## config.mk

```make
export PLATFORM = sky130hd
export DESIGN_NAME = spisc_top
export DESIGN_NICKNAME = d
export VERILOG_FILES = /design/src/spisc_pkg.sv /design/src/spisc_div_if.sv /design/src/spisc_top.sv /design/src/spisc_clkdiv.sv
export SDC_FILE = /design/constraint.sdc
export NUM_CORES = 1
export LEC_CHECK = 0
export ABC_CLOCK_PERIOD_IN_PS = 6400
export BUFFER_PORTS_ARGS = -buffer_cell sky130_fd_sc_hd__buf_2
export CAP_MARGIN = 20
export CORE_UTILIZATION = 35
export DETAILED_ROUTE_END_ITERATION = 16
export PLACE_DENSITY = 0.53
export SYNTH_ARGS = -nofsm -noshare
export SYNTH_HDL_FRONTEND = slang
export SYNTH_HIERARCHICAL = 1
export SYNTH_SLANG_ARGS = --single-unit
```

## constraint.sdc

```tcl
create_clock -name clk -period 6.4 [get_ports clk]
set_input_delay 1.92 -clock clk [delete_from_list [all_inputs] [get_ports clk]]
set_output_delay 1.92 -clock clk [all_outputs]
set_load 0.02 [all_outputs]
```

## src/spisc_pkg.sv

```systemverilog
/*
  Shared constants for the serial master configuration slice: register
  byte offsets, field widths and positions, reset values and the transfer
  state type. Assumes a byte-addressed register port with 32-bit data.
*/
package spisc_pkg;

  localparam int ADDR_W = 8;
  localparam int DATA_W = 32;
  localparam int CS_W   = 3;
  localparam int DIV_W  = 16;
  localparam int HALF_W = 15;
  localparam int THR_W  = 4;
  localparam int LVL_W  = 4;
  localparam int INT_W  = 2;

  localparam logic [ADDR_W-1:0] ENABLE_OFS   = 8'h08;
  localparam logic [ADDR_W-1:0] SEL_OFS      = 8'h10;
  localparam logic [ADDR_W-1:0] DIV_OFS      = 8'h14;
  localparam logic [ADDR_W-1:0] THR_OFS      = 8'h18;
  localparam logic [ADDR_W-1:0] INT_STAT_OFS = 8'h40;
  localparam logic [ADDR_W-1:0] INT_MASK_OFS = 8'h44;

  localparam int EN_BIT       = 0;
  localparam int INT_TXE_BIT  = 0;
  localparam int INT_DONE_BIT = 1;
  localparam int THR_CMP_W    = 8;

  localparam logic [THR_CMP_W-1:0] TX_FIFO_DEPTH  = 8'h02;
  localparam logic [THR_CMP_W-1:0] THR_REJECT_MIN = TX_FIFO_DEPTH - 8'h01;

  localparam logic [DIV_W-1:0]  DIV_RST  = 16'h0000;
  localparam logic [HALF_W-1:0] HALF_ONE = 15'h0001;
  localparam logic [THR_W-1:0]  THR_RST  = 4'h0;
  localparam logic [CS_W-1:0]   SEL_RST  = 3'h0;
  localparam logic [CS_W-1:0]   CS_IDLE  = 3'h7;
  localparam logic [INT_W-1:0]  INT_RST  = 2'h0;
  localparam logic [DATA_W-1:0] RD_ZERO  = 32'h0000_0000;

  typedef enum logic {
    SPISC_IDLE = 1'b0,
    SPISC_BUSY = 1'b1
  } spisc_xfer_type;

endpackage

```

## src/spisc_div_if.sv

```systemverilog
/*
  Carrier between the register slice and the bit clock generator: the
  divider value, the run request and the generated bit clock.
  Assumes both ends sit on the same peripheral clock.
*/
`timescale 1ns/1ps
interface spisc_div_if;
  import spisc_pkg::*;
  logic [DIV_W-1:0] divider;
  logic             run;
  logic             sclk;
  modport ctrl (output divider, output run, input sclk);
  modport gen (input divider, input run, output sclk);
endinterface

```

## src/spisc_top.sv

```systemverilog
/*
  Serial master configuration slice: slave select latching, bit clock
  divider, transmit threshold event, master enable and interrupt logic.
  Assumes start, done and transmit level come from logic on clk.
*/
//
// Behaviour
// - Three-bit select field, one bit per chip select line, one means selected.
// - At transfer start every selected chip select line goes active.
// - Select writes change the lines only at the next transfer start.
// - A sixteen-bit divider sets the serial bit clock rate.
// - Divider writes are ignored while the master is enabled.
// - Divider bit zero reads zero and ignores writes.
// - A zero divider stops the serial bit clock.
// - Bit clock rate is bus clock over divider, even values 2 to 65534.
// - Transmit empty event while enabled whenever fill level is at or below threshold.
// - Threshold writes at or above depth minus one are discarded.
// - Clearing enable halts transfers and flushes both FIFOs at once.
`timescale 1ns/1ps
module spisc_top (
  // Clock and reset
  input  wire logic                          clk,
  input  wire logic                          rst,
  // Register port
  input  wire logic [spisc_pkg::ADDR_W-1:0]  addr,
  input  wire logic [spisc_pkg::DATA_W-1:0]  wdata,
  input  wire logic                          wr,
  input  wire logic                          rd,
  output logic      [spisc_pkg::DATA_W-1:0]  rdata,
  // Transfer engine side
  input  wire logic                          xfer_start,
  input  wire logic                          xfer_done,
  input  wire logic [spisc_pkg::LVL_W-1:0]   tx_fifo_level,
  output logic                               master_enable,
  output logic                               fifo_flush,
  // Serial pins
  output logic      [spisc_pkg::CS_W-1:0]    chip_select_line_n,
  output logic                               sclk_out,
  // Interrupt
  output logic                               irq
);
  import spisc_pkg::*;

  logic                 enable_r;
  logic [CS_W-1:0]      sel_r;
  logic [DIV_W-1:0]     div_r;
  logic [THR_W-1:0]     thr_r;
  logic [INT_W-1:0]     stat_r;
  logic [INT_W-1:0]     mask_r;
  logic [CS_W-1:0]      cs_n_r;
  logic                 flush_r;
  logic [DATA_W-1:0]    rdata_r;
  spisc_xfer_type       state_r;
  logic [INT_W-1:0]     stat_set;
  logic                 wr_en;
  logic                 wr_sel;
  logic                 wr_div;
  logic                 wr_thr;
  logic                 wr_stat;
  logic                 wr_mask;
  logic                 start_ok;
  logic                 disabling;

  spisc_div_if dv ();

  spisc_clkdiv u_div (
    .clk (clk),
    .rst (rst),
    .dv  (dv.gen)
  );

  assign wr_en     = wr && (addr == ENABLE_OFS);
  assign wr_sel    = wr && (addr == SEL_OFS);
  assign wr_div    = wr && (addr == DIV_OFS);
  assign wr_thr    = wr && (addr == THR_OFS);
  assign wr_stat   = wr && (addr == INT_STAT_OFS);
  assign wr_mask   = wr && (addr == INT_MASK_OFS);
  assign disabling = wr_en && !wdata[EN_BIT] && enable_r;
  assign start_ok  = xfer_start && enable_r && !disabling && (state_r == SPISC_IDLE);

  assign master_enable      = enable_r;
  assign fifo_flush         = flush_r;
  assign chip_select_line_n = cs_n_r;
  assign rdata              = rdata_r;
  assign irq                = |(stat_r & mask_r);

  // Master enable; a falling write raises a one-cycle flush.
  always_ff @(posedge clk) begin
    if (rst) begin
      enable_r <= 1'b0;
      flush_r  <= 1'b0;
    end else begin
      flush_r <= disabling;
      if (wr_en) begin
        enable_r <= wdata[EN_BIT];
      end
    end
  end

  // Select field is only a staging copy; the pins take it at start.
  always_ff @(posedge clk) begin
    if (rst) begin
      sel_r <= SEL_RST;
    end else if (wr_sel) begin
      sel_r <= wdata[CS_W-1:0];
    end
  end

  // Divider is frozen while enabled so a running bit clock never glitches.
  always_ff @(posedge clk) begin
    if (rst) begin
      div_r <= DIV_RST;
    end else if (wr_div && !enable_r) begin
      div_r <= {wdata[DIV_W-1:1], 1'b0};
    end
  end

  // Threshold write is dropped as a whole when out of range.
  always_ff @(posedge clk) begin
    if (rst) begin
      thr_r <= THR_RST;
    end else if (wr_thr && (wdata[THR_CMP_W-1:0] < THR_REJECT_MIN)) begin
      thr_r <= wdata[THR_W-1:0];
    end
  end

  // Transfer state; a start while busy is ignored.
  always_ff @(posedge clk) begin
    if (rst) begin
      state_r <= SPISC_IDLE;
    end else begin
      unique case (state_r)
        SPISC_IDLE: begin
          if (start_ok) begin
            state_r <= SPISC_BUSY;
          end
        end
        SPISC_BUSY: begin
          if (xfer_done || !enable_r || disabling) begin
            state_r <= SPISC_IDLE;
          end
        end
      endcase
    end
  end

  // Chip selects, active low, loaded only at a transfer start.
  always_ff @(posedge clk) begin
    if (rst) begin
      cs_n_r <= CS_IDLE;
    end else if (!enable_r || disabling) begin
      cs_n_r <= CS_IDLE;
    end else if (start_ok) begin
      cs_n_r <= ~sel_r;
    end else if ((state_r == SPISC_BUSY) && xfer_done) begin
      cs_n_r <= CS_IDLE;
    end
  end

  assign dv.divider = div_r;
  assign dv.run     = enable_r && (state_r == SPISC_BUSY) && (div_r != DIV_RST);
  assign sclk_out   = dv.sclk;

  // Sticky events; a new event in the clearing cycle wins over the clear.
  always_comb begin
    stat_set               = '0;
    stat_set[INT_TXE_BIT]  = enable_r && ({1'b0, tx_fifo_level} <= {1'b0, thr_r});
    stat_set[INT_DONE_BIT] = (state_r == SPISC_BUSY) && xfer_done;
  end

  always_ff @(posedge clk) begin
    if (rst) begin
      stat_r <= INT_RST;
    end else if (wr_stat) begin
      stat_r <= (stat_r & ~wdata[INT_W-1:0]) | stat_set;
    end else begin
      stat_r <= stat_r | stat_set;
    end
  end

  always_ff @(posedge clk) begin
    if (rst) begin
      mask_r <= INT_RST;
    end else if (wr_mask) begin
      mask_r <= wdata[INT_W-1:0];
    end
  end

  // Read data stand only in the cycle after the strobe; otherwise zero.
  always_ff @(posedge clk) begin
    if (rst || !rd) begin
      rdata_r <= RD_ZERO;
    end else begin
      unique case (addr)
        ENABLE_OFS:   rdata_r <= {{(DATA_W-1){1'b0}}, enable_r};
        SEL_OFS:      rdata_r <= {{(DATA_W-CS_W){1'b0}}, sel_r};
        DIV_OFS:      rdata_r <= {{(DATA_W-DIV_W){1'b0}}, div_r};
        THR_OFS:      rdata_r <= {{(DATA_W-THR_W){1'b0}}, thr_r};
        INT_STAT_OFS: rdata_r <= {{(DATA_W-INT_W){1'b0}}, stat_r};
        INT_MASK_OFS: rdata_r <= {{(DATA_W-INT_W){1'b0}}, mask_r};
        default:      rdata_r <= RD_ZERO;
      endcase
    end
  end

  // Checking helpers: cycles between bit clock rises within one run.
  logic [DIV_W:0] gap_r;
  logic           rise_seen_r;
  logic           sclk_d_r;

  always_ff @(posedge clk) begin
    if (rst || !dv.run) begin
      gap_r       <= '0;
      rise_seen_r <= 1'b0;
      sclk_d_r    <= 1'b0;
    end else begin
      sclk_d_r <= sclk_out;
      if (sclk_out && !sclk_d_r) begin
        gap_r       <= {{DIV_W{1'b0}}, 1'b1};
        rise_seen_r <= 1'b1;
      end else begin
        gap_r <= gap_r + {{DIV_W{1'b0}}, 1'b1};
      end
    end
  end
endmodule

```

## src/spisc_clkdiv.sv

```systemverilog
/*
  Bit clock generator: toggles the serial clock every divider/2 cycles of
  the peripheral clock while run is high, so one period is divider cycles.
  Assumes the divider is even, nonzero and steady whenever run is high.
*/
`timescale 1ns/1ps
module spisc_clkdiv (
  // Clock and reset
  input wire logic clk,
  input wire logic rst,
  // Divider link
  spisc_div_if.gen dv
);
  import spisc_pkg::*;

  logic [HALF_W-1:0] cnt_r;
  logic              sclk_r;
  logic [HALF_W-1:0] half_m1;

  assign half_m1 = dv.divider[DIV_W-1:1] - HALF_ONE;
  assign dv.sclk = sclk_r;

  // Stopping resets the phase, so every burst starts with a full low half.
  always_ff @(posedge clk) begin
    if (rst || !dv.run) begin
      cnt_r  <= '0;
      sclk_r <= 1'b0;
    end else if (cnt_r == half_m1) begin
      cnt_r  <= '0;
      sclk_r <= ~sclk_r;
    end else begin
      cnt_r <= cnt_r + HALF_ONE;
    end
  end

endmodule

```

# == Word level (Yosys, flattened, before mapping) ==
# Index checks and enable logic that the tools add are counted.
# op_classes
n_addsub,2
order_cmp,2
n_eq_ne,7
mux,7
n_bitwise,8
n_reduce_logical,32
# ops
op,n
16-bit one-hot mux with 6 select lines,1
"8-bit by 5-bit equality test with 1-bit output, second input constant",3
1-bit logical AND,17
"8-bit by 7-bit equality test with 1-bit output, second input constant",2
16-bit nonzero test,1
"15-bit by 1-bit adder with 15-bit output, second input constant",1
15-bit equality test,1
"15-bit by 1-bit subtractor with 15-bit output, second input constant",1
"8-bit by 4-bit equality test with 1-bit output, second input constant",1
"8-bit by 1-bit < comparator with 1-bit output, second input constant",1
3-bit 2-to-1 mux,2
2-bit OR reduction,3
1-bit logical NOT,5
1-bit logical OR,5
2-bit bitwise AND,2
4-bit <= comparator,1
2-bit OR,2
3-bit inverter,1
1-bit 2-to-1 mux,2
2-bit 2-to-1 mux,1
1-bit inverter,2
2-bit inverter,1
1-bit one-hot mux with 2 select lines,1
2-bit nonzero test,1
# totals
register_bits,80
input_bits,50

# == Logic depth before layout (Yosys ltp) ==
# depth
word_depth,9
mapped_depth,9
mapped_depth_nobuf,8

# == Modules after synthesis ==
# The synthesis kept the hierarchy.
# by_module_without_submodules
module,n_inst,cells_per_inst,area_per_inst_um2,seq_area_each_um2
spisc_top,1,219,2115.8,960.9
spisc_clkdiv,1,149,1222.4,320.3

# == Worst setup path before layout ==
# No wires, ideal clock.
# synth_path
path_kind,input to register
start,input addr[2] in the netlist's numbering
end,register div_r[10]
setup_time_ps,128
arrival_ps,3011
required_time_ps,6272
path_slack_ps,3262
cell_stages,6
path_buffers,2
cell_sequence,buf_2 nor2b_1 nand4_2 buf_6 mux2i_1 nor2_1
# synth_between
elab_chain_len,3
# synth_lines
item,line_no,text
"start, declared",spisc_top.sv:25,"input wire logic [spisc_pkg::ADDR_W-1:0] addr,"
8-bit by 5-bit equality test with 1-bit output,spisc_top.sv:74,assign wr_div = wr && (addr == DIV_OFS);
1-bit logical AND,spisc_top.sv:74,
1-bit logical AND,spisc_top.sv:113,end else if (wr_div && !enable_r) begin
"end signal, assigned",spisc_top.sv:114,"div_r <= {wdata[DIV_W-1:1], 1'b0};"
"end, declared",spisc_top.sv:46,logic [DIV_W-1:0] div_r;
# Every way passes these cells.
# A chain may end at the register's enable or synchronous reset.

# == Worst setup path in the final report ==
# layout_path
start,input addr[7] in the netlist's numbering
end,register div_r[9]
# The elaborated chain is that of the path after synthesis.

==> impl_metrics.json <==
{
  "ys.warnings.count": 6,
  "pin_count_of_the_biggest_net_entering_global_routing": 28,
  "placedInstanceArea_um2": 3660,
  "multi_input_comb_area_um2": 1900,
  "timing.critical_path.from_type": "primary input",
  "largest_driver_fanout_on_the_critical_path": 15,
  "synth-seq-area-share_pct": 38.4,
  "synth.cell_area_um2": 3340,
  "drt_wl_total_um": 7680,
  "max-cap-violations": 0,
  "tns_ns": 0,
  "finalCriticalPeriod_ns": 3.40,
  "cellPowerDensity_nw_per_um2": 213,
  "fin_nets": 480,
  "worstPathRequired_ns": 6.62,
  "num_vias": 2743,
  "dominantRegCellSynth": "sky130_fd_sc_hd__dfxtp_1",
  "hold_buffers": 0,
  "seqCellArea_um2": 1280,
  "ff2ff_setup_slack_ns": 3.19,
  "fmaxAchievable_mhz": 294,
  "n_diodes": 0,
  "post-route-period-util_pct": 53.1,
  "drt-vias-per-instance": 4.92,
  "core.rowCount": 35,
  "post-cts-setup-buffers": 0,
  "worst_slew_margin_rel_pct": 47.3,
  "setup.worst_path.class": "primary input to flop",
  "drive_above_1_share_pct": 20.7,
  "fin_area_um2": 3880,
  "final_hold_viol_count": 0,
  "clock_skew_ns": 0.0120,
  "cts-root-to-sink-buffers": 2,
  "globalRoute.totalOverflow": 0,
  "count_of_mapped_cells_out_of_synthesis": 368,
  "setup_viol_count_final": 0,
  "rsz0062_at_grt": "no",
  "synth_async_sr_flop_share_pct": 0,
  "hpwl_um": 5760,
  "ys_types": 64,
  "floorplan.die.height_um": 99.7,
  "drt_first_pass_iters": 4,
  "core_um2": 9240,
  "synth_enable_flop_cells": 0,
  "antenna_left": 0,
  "r2r_cells": 8,
  "regToRegStartpoint": "div_r[1]$_SDFFE_PP0P_",
  "timing.rr.end": "u_div/cnt_r[4]$_SDFF_PP0_",
  "antenna_found_initial": 0,
  "gp_congestion": 0.796,
  "clock_transition_at_the_registers_of_the_reported_paths_ns": 0.07,
  "synth.ff_latch_count": 64,
  "ctsResizeCount": 0,
  "clock_tree.htree_level_count": 3,
  "grt_first_pass_wirelength_um": 12700,
  "area_growth_syn_to_layout_pct": 16.2,
  "cts_sinks": 64,
  "worstHoldEndpoint": "u_div/dv.sclk$_SDFFE_PP0N_",
  "syn-mean-instance-area_um2": 9.07,
  "timing_max_transition_violations_final": 0,
  "detail_route.drc_violations": 0,
  "cp-end-kind": "flop",
  "min_path_cells": 2,
  "clk_root_buffer_cell": "sky130_fd_sc_hd__clkbuf_8",
  "placement.io_buffers": 56,
  "boundaryPins": 89,
  "fp.dieW_um": 99.7,
  "outcome": "complete, no violations",
  "whs_ns": 0.487,
  "clock_latency_ns": 0.35,
  "holdCritPathClass": "flop to flop",
  "start_util_pct": 36.1,
  "p_leak_nw": 1.72,
  "design.die.area_um2": 9930,
  "grtUsageTotal_pct": 16.4,
  "tritoncts": "done",
  "worst_hold_startpoint": "u_div/dv.sclk$_SDFFE_PP0N_",
  "num-fill-cells": 959,
  "power.ir.vdd_worst_uv": 122,
  "worst_path_arrival_time_ns": 3.62,
  "cts_inserted_buffers": 9,
  "initial_drt_markers": 136,
  "routed_wirelength_normalized_by_instance_count_um": 13.8,
  "tightestPinTransition_ns": 0.780,
  "first_global_vias": 2561
}
## layout by cell type, fill, tap and decap left out, drive strengths merged, types with 3 or more instances in the layout
cell,count
xor2,14
conb,16
and3,3
nor3b,3
mux2,4
dfxtp,64
clkinv,5
o21ai,4
inv,9
xnor2,15
and2,17
nand2,19
nor2,54
nor3,7
o211ai,3
ha,6
a21oi,13
nand4,5
nor2b,7
buf,56
nand3,12
a31oi,3
nor4b,4
or4,8
nor4,8
mux2i,25
clkbuf,9
## report_power, final
| part | switching [mW] | leakage (nW) | total [mW] | internal (mW) |
|---|---|---|---|---|
| sequential | 0.000338 | 0.515 | 0.398 | 0.398 |
| combinational | 0.0271 | 1.09 | 0.0409 | 0.0138 |
| clock | 0.166 | 0.113 | 0.385 | 0.220 |
## synth_stat cells, types with 2 or more instances
| cell | number | area share [%] |
|---|---|---|
| sky130_fd_sc_hd__o211ai_1 | 3 | 0.67 |
| sky130_fd_sc_hd__or4_4 | 2 | 0.67 |
| sky130_fd_sc_hd__o21ai_0 | 4 | 0.60 |
| sky130_fd_sc_hd__buf_6 | 2 | 0.67 |
| sky130_fd_sc_hd__and2_1 | 17 | 3.2 |
| sky130_fd_sc_hd__nand4_1 | 3 | 0.56 |
| sky130_fd_sc_hd__o2111a_1 | 2 | 0.67 |
| sky130_fd_sc_hd__inv_1 | 9 | 1.0 |
| sky130_fd_sc_hd__mux2_2 | 4 | 1.3 |
| sky130_fd_sc_hd__mux2i_1 | 25 | 7.5 |
| sky130_fd_sc_hd__xnor2_1 | 15 | 3.9 |
| sky130_fd_sc_hd__ha_1 | 6 | 2.2 |
| sky130_fd_sc_hd__nand3_1 | 12 | 1.8 |
| sky130_fd_sc_hd__nand2_1 | 19 | 2.1 |
| sky130_fd_sc_hd__buf_4 | 17 | 3.8 |
| sky130_fd_sc_hd__nor2_1 | 54 | 6.1 |
| sky130_fd_sc_hd__nand4_2 | 2 | 0.75 |
| sky130_fd_sc_hd__nor3b_1 | 2 | 0.45 |
| sky130_fd_sc_hd__and3_1 | 3 | 0.56 |
| sky130_fd_sc_hd__clkbuf_1 | 5 | 0.56 |
| sky130_fd_sc_hd__a22o_1 | 2 | 0.52 |
| sky130_fd_sc_hd__o2bb2ai_1 | 2 | 0.52 |
| sky130_fd_sc_hd__xor2_1 | 14 | 3.7 |
| sky130_fd_sc_hd__nor2b_1 | 7 | 1.3 |
| sky130_fd_sc_hd__nor3_1 | 7 | 1.0 |
| sky130_fd_sc_hd__or4_1 | 5 | 1.1 |
| sky130_fd_sc_hd__nor4b_1 | 2 | 0.52 |
| sky130_fd_sc_hd__a21oi_1 | 13 | 1.9 |
| sky130_fd_sc_hd__and3b_1 | 2 | 0.52 |
| sky130_fd_sc_hd__nand2b_1 | 2 | 0.37 |
| sky130_fd_sc_hd__a31oi_1 | 3 | 0.56 |
| sky130_fd_sc_hd__nor4_1 | 8 | 1.5 |
| sky130_fd_sc_hd__dfxtp_1 | 64 | 38 |
## cells by family after synthesis
family	Yosys count	share of synthesized area, %
AOI/OAI and AO/OA	43	9.45
xor gates and xnor gates	29	7.61
adders and majority gates	6	2.25
buffers and inverters	35	6.37
DFF	64	38.4
muxes	29	8.85
other	1	0.112
and+or+nand+nor	161	27.0
## worst max-delay path, cell delays in order
cell,delay [ns]
sky130_fd_sc_hd__buf_2,0.14
sky130_fd_sc_hd__nor4b_4,0.48
sky130_fd_sc_hd__nand4_2,0.64
sky130_fd_sc_hd__mux2i_1,0.37
sky130_fd_sc_hd__nor2_1,0.05
## area by class of cell
type                    count  share of cell area (%)
clock inverters             7                    2.48
clock buffers               9                    3.19
inverters                   9                   0.871
well taps                 129                    4.16
flip-flops and latches     64                    33.0
multi-input cells         284                    49.0
repair buffers             56                    7.23
## flip-flops by register name, indices dropped and copies added (netlist names)
register / cells
chip_select_line_n: 3
div_r: 15
fifo_flush: 1
mask_r: 2
master_enable: 1
rdata: 16
sel_r: 3
stat_r: 2
state_r: 1
thr_r: 4
u_div/cnt_r: 15
u_div/dv.sclk: 1
## worst max path at each step
stage / from / endpoint / slack [ns] / depth (start not counted)
4_1_cts: addr[7] / div_r[9]$_SDFFE_PP0P_ / 2.97 / 5
3_3_place_gp: addr[7] / div_r[13]$_SDFFE_PP0P_ / 2.64 / 5
5_1_grt: addr[7] / div_r[9]$_SDFFE_PP0P_ / 2.85 / 5
3_5_place_dp: addr[7] / div_r[9]$_SDFFE_PP0P_ / 2.60 / 5
2_1_floorplan: addr[2] / div_r[10]$_SDFFE_PP0P_ / 3.26 / 6
6_report: addr[7] / div_r[9]$_SDFFE_PP0P_ / 3.00 / 5
## per-layer routing
metal | global-route usage (%) | vias to the layer above | wire, um
met5 | 0 | - | 0
met3 | 4.08 | 15 | 349
met2 | 25.0 | 71 | 3390
met4 | 6.33 | 0 | 132
met1 | 22.0 | 1278 | 3810
li1 | - | 1379 | -
## metrics by stage
stage	power, mW	util, %	worst slack, ns	std cells
floorplan	0.438	-	3.26	383
finish	0.825	42.0	3.00	558
detailed placement	0.449	39.6	2.60	542
global placement	0.448	39.6	2.64	542
CTS	0.837	42.0	2.97	558
global route	0.859	42.0	2.85	558
Power figures use the tool's default switching activity.
